**config.mk**
```make
export PLATFORM = sky130hd
export DESIGN_NAME = dbs_sequencer
export DESIGN_NICKNAME = d
export VERILOG_FILES = /design/src/dbs_pkg.sv /design/src/dbs_delay_chan.sv /design/src/dbs_sequencer.sv
export SDC_FILE = /design/constraint.sdc
export NUM_CORES = 1
export LEC_CHECK = 0
export BUFFER_PORTS_ARGS = -buffer_cell sky130_fd_sc_hd__buf_2
export CAP_MARGIN = 0
export CORE_MARGIN = 4
export CORE_UTILIZATION = 54
export CTS_CLUSTER_SIZE = 28
export DETAILED_ROUTE_END_ITERATION = 10
export PLACE_DENSITY = 0.74
export SLEW_MARGIN = 40
export SYNTH_ARGS = -nofsm -noshare
export SYNTH_HDL_FRONTEND = slang
export SYNTH_HIERARCHICAL = 1
export SYNTH_SLANG_ARGS = --single-unit
```
**constraint.sdc**
```tcl
create_clock -name core_clk -period 15.7 [get_ports core_clk]
set_input_delay 2.355 -clock core_clk [delete_from_list [all_inputs] [get_ports core_clk]]
set_output_delay 2.355 -clock core_clk [all_outputs]
set_load 0.02 [all_outputs]
```
**src/dbs_pkg.sv**
```systemverilog
/*
  Shared constants, types and helpers of the dual regulator enable sequencer.
  Assumes a 10 MHz core clock; all cycle counts below are derived from it.
*/
package dbs_pkg;

  localparam int CLK_PERIOD_NS = 100;

  // Time base of the four-bit delay codes
  localparam int TICK_TIME_US = 1000;
  localparam int TICK_CYCLES = TICK_TIME_US * 1000 / CLK_PERIOD_NS;

  // Short-circuit qualification time
  localparam int SHORT_TIME_US = 1000;
  localparam int SHORT_CYCLES = SHORT_TIME_US * 1000 / CLK_PERIOD_NS;

  // Duration of the one-time-programmed value load after a reset
  localparam int LOAD_TIME_US = 10;
  localparam int LOAD_CYCLES = LOAD_TIME_US * 1000 / CLK_PERIOD_NS;

  // Time per voltage code step at the fastest ramp code
  localparam int RAMP_BASE_NS = 1000;
  localparam int RAMP_BASE_CYCLES = RAMP_BASE_NS / CLK_PERIOD_NS;

  localparam int CNT_W = 24;
  localparam logic [3:0] DELAY_NONE = 4'h0;
  localparam logic [7:0] VOLT_ZERO = 8'h00;
  localparam logic RESET_PENDING_INIT = 1'b1;

  typedef enum logic [1:0] {MODE_LOCKOUT, MODE_LOAD, MODE_STANDBY, MODE_ACTIVE} dbs_mode_t;
  typedef enum logic [1:0] {RG_OFF, RG_SOFT, RG_RAMP, RG_ON} dbs_reg_t;

  // Cycles between voltage code steps; each code halves the slew rate
  function automatic logic [15:0] rampInterval(input logic [2:0] code);
    return 16'(RAMP_BASE_CYCLES) << code;
  endfunction

endpackage

```
**src/dbs_delay_chan.sv**
```systemverilog
/*
  One sequenced enable channel: register control or delayed enable pin control.
  Assumes pin edges arrive as one-cycle pulses and tick as a one-cycle time base.
*/
`timescale 1ns/10ps
module dbs_delay_chan (
  // Clock and reset
  input wire logic clk,
  input wire logic rstN,
  input wire logic clear,
  // Control
  input wire logic onBit,
  input wire logic pinCtrl,
  input wire logic [3:0] riseDelay,
  input wire logic [3:0] fallDelay,
  // Enable pin and time base
  input wire logic pinLevel,
  input wire logic pinRise,
  input wire logic pinFall,
  input wire logic tick,
  // Request
  output logic reqOn
);

  logic pendQ;
  logic targetQ;
  logic [3:0] leftQ;

  // First tick of a delay may be partial, so a code of N waits N-1 to N ticks
  always_ff @(posedge clk or negedge rstN) begin
    if (!rstN) begin
      pendQ <= 1'b0;
      targetQ <= 1'b0;
      leftQ <= dbs_pkg::DELAY_NONE;
      reqOn <= 1'b0;
    end else if (clear || !onBit) begin
      pendQ <= 1'b0;
      targetQ <= 1'b0;
      leftQ <= dbs_pkg::DELAY_NONE;
      reqOn <= 1'b0;
    end else if (!pinCtrl) begin
      pendQ <= 1'b0;
      reqOn <= 1'b1;
    end else if (pinRise) begin
      targetQ <= 1'b1;
      leftQ <= riseDelay;
      pendQ <= (riseDelay != dbs_pkg::DELAY_NONE);
      if (riseDelay == dbs_pkg::DELAY_NONE) begin
        reqOn <= 1'b1;
      end
    end else if (pinFall) begin
      targetQ <= 1'b0;
      leftQ <= fallDelay;
      pendQ <= (fallDelay != dbs_pkg::DELAY_NONE);
      if (fallDelay == dbs_pkg::DELAY_NONE) begin
        reqOn <= 1'b0;
      end
    end else if (pendQ) begin
      if (tick) begin
        leftQ <= 4'(leftQ - 4'h1);
        if (leftQ == 4'h1) begin
          pendQ <= 1'b0;
          reqOn <= targetQ;
        end
      end
    end else begin
      reqOn <= pinLevel;
    end
  end

endmodule

```
**src/dbs_sequencer.sv**
```systemverilog
/*
  Enable sequencer of a two-regulator power device with two general outputs,
  short-circuit supervision, power-valid flags, resets and the interrupt line.
  Assumes all inputs are synchronous to core_clk and that configuration
  inputs come from registers kept outside, reset by this block's requests.
*/
`timescale 1ns/10ps

// Summary of operation
// - Regulators start only in standby or active
// - Off, on, or follow pin per control bits
// - Pin rise waits start-up delay code
// - Pin fall waits shutdown delay code
// - Register control acts without any delay
// - Soft-start to threshold, then ramped output
// - Low output for 1 ms: off, flag
// - Valid edge sets flag unless rise-masked
// - Invalid edge sets flag unless fall-masked
// - Live validity bit per regulator
// - Window select adds overvoltage check
// - Config bit switches enable pin pulldown
// - New voltage code ramps at chosen rate
// - Fixed frequency forced during voltage change
// - General outputs follow pin with delays
// - Soft reset: all off, defaults, reload
// - Serial interface state kept on reset
// - Supply lockout: all off, defaults
// - Supply recovery: power-on reset, reload, start
// - Interrupt line low while any flag
// - Reset-indication flag at next start-up
// - Reset-indication mask latched from stored value
// - Writing 1 clears power-valid flag
module dbs_sequencer #(
  parameter int unsigned TICK_CYCLES = dbs_pkg::TICK_CYCLES,
  parameter int unsigned SHORT_CYCLES = dbs_pkg::SHORT_CYCLES
) (
  // Clock and reset
  input wire logic core_clk,
  input wire logic nrst,
  // Supply and reset requests
  input wire logic supplyLowLockout,
  input wire logic softResetTrigger,
  input wire logic resetMaskStored,
  // Enable pin
  input wire logic enablePin,
  input wire logic enablePulldownOn,
  // Regulator control
  input wire logic [1:0] regulatorOnBit,
  input wire logic [1:0] regulatorPinControlBit,
  input wire logic [1:0][3:0] regulatorStartupDelay,
  input wire logic [1:0][3:0] regulatorShutdownDelay,
  input wire logic [1:0][7:0] regulatorVoltageCode,
  input wire logic [1:0][2:0] rampRateCode,
  input wire logic [1:0] fixedFrequencyForce,
  // General outputs control, index 0 is output a
  input wire logic [1:0] generalOutputOnBit,
  input wire logic [1:0] generalOutputPinControl,
  input wire logic [1:0][3:0] generalOutputRiseDelay,
  input wire logic [1:0][3:0] generalOutputFallDelay,
  // Validity configuration
  input wire logic validityWindowSelect,
  input wire logic [1:0] powerValidRiseMask,
  input wire logic [1:0] powerValidFallMask,
  // Analog monitors
  input wire logic [1:0] aboveSoftStart,
  input wire logic [1:0] underVoltOk,
  input wire logic [1:0] overVoltOk,
  // Flag clears, write-one pulses
  input wire logic [1:0] shortCircuitClear,
  input wire logic [1:0] powerValidClear,
  input wire logic resetFlagClear,
  // Regulator drive
  output logic [1:0] regulatorRun,
  output logic [1:0] softStartOn,
  output logic [1:0][7:0] outputCode,
  output logic [1:0] fixedFreqMode,
  // General outputs and pin control
  output logic generalOutputA,
  output logic generalOutputB,
  output logic enablePulldown,
  // Status and flags
  output logic [1:0] powerValidLive,
  output logic [1:0] shortCircuitFlag,
  output logic [1:0] powerValidFlag,
  output logic resetIndFlag,
  output logic irqLineN,
  output logic deviceReady,
  output logic otpLoadBusy
);

  logic [1:0] rstSyncQ;
  logic rstN;
  dbs_pkg::dbs_mode_t modeQ;
  logic [15:0] loadCntQ;
  logic loadDone;
  logic wipe;
  logic allowRun;
  logic enPinQ;
  logic pinRise;
  logic pinFall;
  logic [dbs_pkg::CNT_W-1:0] tickCntQ;
  logic tick;
  logic [3:0] chOn;
  logic [3:0] chPin;
  logic [3:0][3:0] chRise;
  logic [3:0][3:0] chFall;
  logic [3:0] chReq;
  logic [1:0] scHit;
  logic otpMaskQ;
  logic resetPendQ;

  // Reset release through two flops
  always_ff @(posedge core_clk or negedge nrst) begin
    if (!nrst) begin
      rstSyncQ <= 2'b00;
    end else begin
      rstSyncQ <= {rstSyncQ[0], 1'b1};
    end
  end
  assign rstN = rstSyncQ[1];

  // Lockout and soft reset clear the whole sequencing state in one cycle
  assign wipe = supplyLowLockout || softResetTrigger || !allowRun;
  assign allowRun = (modeQ == dbs_pkg::MODE_STANDBY) || (modeQ == dbs_pkg::MODE_ACTIVE);
  assign loadDone = (modeQ == dbs_pkg::MODE_LOAD) && (loadCntQ == 16'(dbs_pkg::LOAD_CYCLES - 1));

  // Device operating mode; the serial interface lives outside and is never touched here
  always_ff @(posedge core_clk or negedge rstN) begin
    if (!rstN) begin
      modeQ <= dbs_pkg::MODE_LOCKOUT;
      loadCntQ <= 16'h0000;
    end else if (supplyLowLockout) begin
      modeQ <= dbs_pkg::MODE_LOCKOUT;
      loadCntQ <= 16'h0000;
    end else begin
      case (modeQ)
        dbs_pkg::MODE_LOCKOUT: begin
          modeQ <= dbs_pkg::MODE_LOAD;
          loadCntQ <= 16'h0000;
        end
        dbs_pkg::MODE_LOAD: begin
          loadCntQ <= 16'(loadCntQ + 16'h0001);
          if (loadDone) begin
            modeQ <= dbs_pkg::MODE_STANDBY;
          end
        end
        dbs_pkg::MODE_STANDBY: begin
          loadCntQ <= 16'h0000;
          if (softResetTrigger) begin
            modeQ <= dbs_pkg::MODE_LOAD;
          end else if (|regulatorRun) begin
            modeQ <= dbs_pkg::MODE_ACTIVE;
          end
        end
        dbs_pkg::MODE_ACTIVE: begin
          loadCntQ <= 16'h0000;
          if (softResetTrigger) begin
            modeQ <= dbs_pkg::MODE_LOAD;
          end else if (!(|regulatorRun)) begin
            modeQ <= dbs_pkg::MODE_STANDBY;
          end
        end
        default: begin
          modeQ <= dbs_pkg::MODE_LOCKOUT;
          loadCntQ <= 16'h0000;
        end
      endcase
    end
  end

  // Stored mask is taken during the load so later writes cannot change it
  always_ff @(posedge core_clk or negedge rstN) begin
    if (!rstN) begin
      otpMaskQ <= 1'b0;
    end else if (modeQ == dbs_pkg::MODE_LOAD) begin
      otpMaskQ <= resetMaskStored;
    end
  end

  // Remember a reset or fault until the next start-up completes
  always_ff @(posedge core_clk or negedge rstN) begin
    if (!rstN) begin
      resetPendQ <= dbs_pkg::RESET_PENDING_INIT;
    end else if (supplyLowLockout || softResetTrigger || (|scHit)) begin
      resetPendQ <= 1'b1;
    end else if (loadDone) begin
      resetPendQ <= 1'b0;
    end
  end

  always_ff @(posedge core_clk or negedge rstN) begin
    if (!rstN) begin
      resetIndFlag <= 1'b0;
    end else if (loadDone && resetPendQ && !otpMaskQ) begin
      resetIndFlag <= 1'b1;
    end else if (resetFlagClear) begin
      resetIndFlag <= 1'b0;
    end
  end

  // Enable pin edges and delay time base
  always_ff @(posedge core_clk or negedge rstN) begin
    if (!rstN) begin
      enPinQ <= 1'b0;
      tickCntQ <= '0;
    end else begin
      enPinQ <= enablePin;
      if (tick || !allowRun) begin
        tickCntQ <= '0;
      end else begin
        tickCntQ <= dbs_pkg::CNT_W'(tickCntQ + 1'b1);
      end
    end
  end
  assign pinRise = enablePin && !enPinQ;
  assign pinFall = !enablePin && enPinQ;
  assign tick = (tickCntQ == dbs_pkg::CNT_W'(TICK_CYCLES - 1));

  // Channels 0 and 1 are regulators, 2 and 3 the general outputs
  assign chOn = {generalOutputOnBit, regulatorOnBit};
  assign chPin = {generalOutputPinControl, regulatorPinControlBit};
  assign chRise = {generalOutputRiseDelay, regulatorStartupDelay};
  assign chFall = {generalOutputFallDelay, regulatorShutdownDelay};

  for (genvar c = 0; c < 4; c++) begin : gChan
    dbs_delay_chan uChan (
      .clk(core_clk),
      .rstN(rstN),
      .clear(wipe),
      .onBit(chOn[c]),
      .pinCtrl(chPin[c]),
      .riseDelay(chRise[c]),
      .fallDelay(chFall[c]),
      .pinLevel(enablePin),
      .pinRise(pinRise),
      .pinFall(pinFall),
      .tick(tick),
      .reqOn(chReq[c])
    );
  end

  always_ff @(posedge core_clk or negedge rstN) begin
    if (!rstN) begin
      generalOutputA <= 1'b0;
      generalOutputB <= 1'b0;
      enablePulldown <= 1'b0;
      deviceReady <= 1'b0;
      otpLoadBusy <= 1'b0;
      irqLineN <= 1'b1;
    end else begin
      generalOutputA <= chReq[2] && !wipe;
      generalOutputB <= chReq[3] && !wipe;
      enablePulldown <= enablePulldownOn;
      deviceReady <= allowRun;
      otpLoadBusy <= (modeQ == dbs_pkg::MODE_LOAD);
      irqLineN <= !((|shortCircuitFlag) || (|powerValidFlag) || resetIndFlag);
    end
  end

  for (genvar i = 0; i < 2; i++) begin : gReg
    dbs_pkg::dbs_reg_t rgQ;
    logic [dbs_pkg::CNT_W-1:0] lowCntQ;
    logic [15:0] stepCntQ;
    logic [7:0] codeQ;
    logic faultLockQ;
    logic lowTimeout;
    logic validNow;
    logic liveQ;
    logic scQ;
    logic pvQ;

    // Below threshold for the full window, both in soft-start and in operation
    assign lowTimeout = (rgQ != dbs_pkg::RG_OFF) && !aboveSoftStart[i]
                        && (lowCntQ == dbs_pkg::CNT_W'(SHORT_CYCLES - 1));
    assign scHit[i] = lowTimeout && chReq[i] && !wipe;
    assign validNow = (rgQ != dbs_pkg::RG_OFF) && underVoltOk[i]
                      && (!validityWindowSelect || overVoltOk[i]);

    always_ff @(posedge core_clk or negedge rstN) begin
      if (!rstN) begin
        rgQ <= dbs_pkg::RG_OFF;
        lowCntQ <= '0;
        stepCntQ <= 16'h0000;
        codeQ <= dbs_pkg::VOLT_ZERO;
      end else if (wipe || !chReq[i] || faultLockQ || scHit[i]) begin
        rgQ <= dbs_pkg::RG_OFF;
        lowCntQ <= '0;
        stepCntQ <= 16'h0000;
        codeQ <= dbs_pkg::VOLT_ZERO;
      end else begin
        lowCntQ <= aboveSoftStart[i] ? '0 : dbs_pkg::CNT_W'(lowCntQ + 1'b1);
        case (rgQ)
          dbs_pkg::RG_OFF: begin
            rgQ <= dbs_pkg::RG_SOFT;
          end
          dbs_pkg::RG_SOFT: begin
            if (aboveSoftStart[i]) begin
              rgQ <= dbs_pkg::RG_RAMP;
              stepCntQ <= 16'h0000;
            end
          end
          dbs_pkg::RG_RAMP: begin
            if (codeQ == regulatorVoltageCode[i]) begin
              rgQ <= dbs_pkg::RG_ON;
            end else if (stepCntQ >= 16'(dbs_pkg::rampInterval(rampRateCode[i]) - 16'h0001)) begin
              stepCntQ <= 16'h0000;
              codeQ <= (codeQ < regulatorVoltageCode[i]) ? 8'(codeQ + 8'h01) : 8'(codeQ - 8'h01);
            end else begin
              stepCntQ <= 16'(stepCntQ + 16'h0001);
            end
          end
          dbs_pkg::RG_ON: begin
            stepCntQ <= 16'h0000;
            if (codeQ != regulatorVoltageCode[i]) begin
              rgQ <= dbs_pkg::RG_RAMP;
            end
          end
          default: begin
            rgQ <= dbs_pkg::RG_OFF;
          end
        endcase
      end
    end

    // A tripped regulator stays off until its request is withdrawn
    always_ff @(posedge core_clk or negedge rstN) begin
      if (!rstN) begin
        faultLockQ <= 1'b0;
      end else if (scHit[i]) begin
        faultLockQ <= 1'b1;
      end else if (!chReq[i] || wipe) begin
        faultLockQ <= 1'b0;
      end
    end

    // Hardware sets win over a clear in the same cycle
    always_ff @(posedge core_clk or negedge rstN) begin
      if (!rstN) begin
        liveQ <= 1'b0;
        scQ <= 1'b0;
        pvQ <= 1'b0;
      end else begin
        liveQ <= validNow;
        if (wipe) begin
          scQ <= 1'b0;
        end else if (scHit[i]) begin
          scQ <= 1'b1;
        end else if (shortCircuitClear[i]) begin
          scQ <= 1'b0;
        end
        if (wipe) begin
          pvQ <= 1'b0;
        end else if ((validNow && !liveQ && !powerValidRiseMask[i])
                     || (!validNow && liveQ && !powerValidFallMask[i])) begin
          pvQ <= 1'b1;
        end else if (powerValidClear[i]) begin
          pvQ <= 1'b0;
        end
      end
    end

    always_ff @(posedge core_clk or negedge rstN) begin
      if (!rstN) begin
        regulatorRun[i] <= 1'b0;
        softStartOn[i] <= 1'b0;
        fixedFreqMode[i] <= 1'b0;
      end else begin
        // Gated by the request too, so a cleared enable bit stops the rail within two cycles
        regulatorRun[i] <= (rgQ != dbs_pkg::RG_OFF) && chReq[i] && !wipe;
        softStartOn[i] <= (rgQ == dbs_pkg::RG_SOFT);
        fixedFreqMode[i] <= (rgQ == dbs_pkg::RG_RAMP)
                            || (fixedFrequencyForce[i] && rgQ != dbs_pkg::RG_OFF);
      end
    end

    assign outputCode[i] = codeQ;
    assign powerValidLive[i] = liveQ;
    assign shortCircuitFlag[i] = scQ;
    assign powerValidFlag[i] = pvQ;
  end
endmodule

```
==> results_dict.tcl <==
set metrics [dict create \
    numCtsBuffers 17 \
    portBuffers 121 \
    ir_worst_vdd_mv 0.0746 \
    yosysSeqAreaShare_pct 42.7 \
    setup_ws_ns 10.44 \
    grt_max_degree 86 \
    cp.arrival_ns 5.63 \
    seq_power_share_pct 51.7 \
    finalSetupViolCount 0 \
    period_needed_ns 5.26 \
    clock_sinks 196 \
    dpl_worst_slack_ns 9.98 \
    comb_power_share_pct 4.9 \
    worst_slew_pin_slew_ns 0.781 \
    dr_total_vias 9246 \
    r2r_start "gReg[1].codeQ[1]" \
    place_hpwl_um 17900 \
    viasPerCell 5.65 \
    rows 53 \
    clk_pin_slew_ns 0.08 \
    grt_pass1_wl_um 41900 \
    post_drt_wl_per_cell_um 15.0 \
    postPlaceCellArea_um2 12300 \
    synthCells 1246 \
    dieArea_um2 23700 \
    synth-async-reset-ratio_pct 100 \
    antenna_found_initial 0 \
    synth_cell_types 69 \
    diodes 0 \
    path_max_fanout 7 \
    drt-total-wl_um 24500 \
    design_area_um2 12900 \
    ctsHoldBuffers 0 \
    post-route-period-util_pct 33.5 \
    route.detailed.drc 0 \
    worstHoldEndpoint "rstSyncQ[1]" \
    slew_headroom_pct 47.5 \
    r2r_end "gReg[1].codeQ[7]" \
    syn2layout_area_growth_pct 12.2 \
    cts_tree "done" \
    clock-root-buffer "clkbuf_16" \
    clk_path_buf_depth 2 \
    crit_type "in2reg" \
    crit_required_ns 16.07 \
    gr-total-overflow 0 \
    final_nets 1501 \
    hold_class "reg2reg" \
    final_common_cell "dfrtp_1" \
    synth-main-ff-cell "dfrtp_1" \
    avgSynthCellArea_um2 9.22 \
    initial_core_util_pct 54.8 \
    clkPwrFrac_pct 43.4 \
    pin_count 122 \
    gp_congestion 0.871 \
    reg2reg_depth 12 \
    ant_nets 0 \
    synth-seq-cells 196 \
    sw_frac_of_total_pct 25.0 \
    reg2reg_slack_ns 12.02 \
    yosysWarningCount 6 \
    drt-pass1-iter-count 7 \
    status "complete, no violations" \
    die_w_um 154 \
    p_int_uw 738 \
    ctsHtreeMaxLevel 4 \
    postCtsSetupBuffers 0 \
    fin_setup_tns_ns 0 \
    drv_cap 0 \
    max_freq_mhz 190 \
    layout_common_cells "dfrtp_1 (193), nor2_1 (157), buf_2 (121), nand2_1 (93), inv_1 (75)" \
    cp-end-kind "flip-flop" \
    cts-resized-gates 0 \
    drv_slew 0 \
    clock_latency_ns 0.45 \
    grt_pass1_vias 8949 \
    design.core.area_um2 21000 \
    p_leak_uw 0.00577 \
    hold_depth 0 \
    worstHoldStart "rstSyncQ[0]" \
    p_switching_uw 246 \
    fin_worst_skew_ns 0.0169 \
    layout-drive-gt1-share_pct 15.4 \
    holdWs_ns 0.351 \
    track_usage_pct 21.1 \
    die_y_um 154 \
    hold_viol_final 0 \
    rsz0062_at_grt "false" \
    power_density_nw_per_um2 76.4 \
    synth-edff-count 0 \
    worst_setup_path_start_kind "input pin" \
    first_iter_violations 576 \
    synthesis.area_um2 11500 \
]
==> cells by family after synthesis <==
family	count (synthesis)	synth area share (%)
AO/OA/AOI/OAI	199	11.4
XOR/XNOR	89	6.79
multiplexers	35	3.35
adder cells (fa/ha/maj)	66	7.32
flip-flops	196	42.7
buffers and inverters	121	4.58
other	1	0.0327
AND/OR/NAND/NOR	539	23.8
==> critical path, stage by stage <==
cell	delay (ns)
buf_2	0.07
inv_1	0.03
ha_1	0.29
nor2b_1	0.14
o211ai_1	0.16
a21oi_1	0.11
or3_1	0.50
ha_1	0.40
nand3_1	0.09
o221ai_1	0.21
o21bai_1	0.13
or4_1	0.40
a2111oi_0	0.50
mux2i_1	0.24
==> power by group through the flow <==
stage | combinational, µW | sequential (µW) | clock, µW
after detailed placement | 48.8 | 519 | 0
after CTS | 49.0 | 509 | 438
after global placement | 47.3 | 519 | 0
after global routing | 55.8 | 510 | 464
final | 48.6 | 509 | 427
after floorplan | 23.1 | 524 | 0
==> worst max path at each step <==
stage	end	startpoint	cells past startpoint
after global routing	gReg[0].codeQ[7]	regulatorVoltageCode[1]	14
after global placement	gReg[1].codeQ[7]	regulatorVoltageCode[9]	14
after detailed placement	gReg[1].codeQ[7]	regulatorVoltageCode[9]	14
final	gReg[1].codeQ[7]	regulatorVoltageCode[9]	14
after CTS	gReg[1].codeQ[7]	regulatorVoltageCode[9]	14
after floorplan	deviceReady	rstSyncQ[1]	0
==> flip-flops by register name, summed over array words and instances, names as in the netlist, 4 cells and up <==
signal and cells:
gChan.uChan/leftQ 16, gChan.uChan/pendQ 4, gReg.stepCntQ 32, gChan.uChan/reqOn 4, gChan.uChan/targetQ 4, gReg.rgQ 4, tickCntQ 24, gReg.lowCntQ 48
gReg.codeQ 16, loadCntQ 16
==> through the flow <==
stage / total power [µW] / util [%] / cells
2_1_floorplan: 547 / - / 1248
3_3_place_gp: 566 / 58.5 / 1604
3_5_place_dp: 568 / 58.6 / 1604
4_1_cts: 996 / 61.4 / 1636
5_1_grt: 1030 / 61.5 / 1636
6_report: 984 / 61.5 / 1636
==> cells in the mapped netlist, drive strengths merged (29+ instances only) <==
master,n,share of area (%)
dfrtp,194,42
nor2,157,5.1
nand2,93,3.0
inv,75,2.5
ha,64,7.0
nand3,59,2.6
xor2,55,4.2
a21oi,53,2.3
o21ai,42,1.8
nand4,41,2.2
xnor2,34,2.6
buf,32,1.7
and3,30,1.7
nor3,29,1.4
==> per-layer routing <==
layer / wire length [µm] / vias to the layer above / GRT usage (%)
li1: - / 4631 / -
met1: 11200 / 4406 / 28.0
met2: 11900 / 177 / 34.8
met3: 929 / 32 / 4.31
met4: 442 / 0 / 6.77
met5: 0 / - / 0
==> final cells by class <==
class | count | area (µm²)
Sequential cell | 196 | 4910
Timing Repair Buffer | 127 | 661
Clock buffer | 17 | 425
Inverter | 75 | 282
Fill cell | 1805 | 8070
Multi-Input combinational cell | 931 | 6100
Clock inverter | 15 | 161
Tap cell | 275 | 344
(Power assumes the default switching activity.)
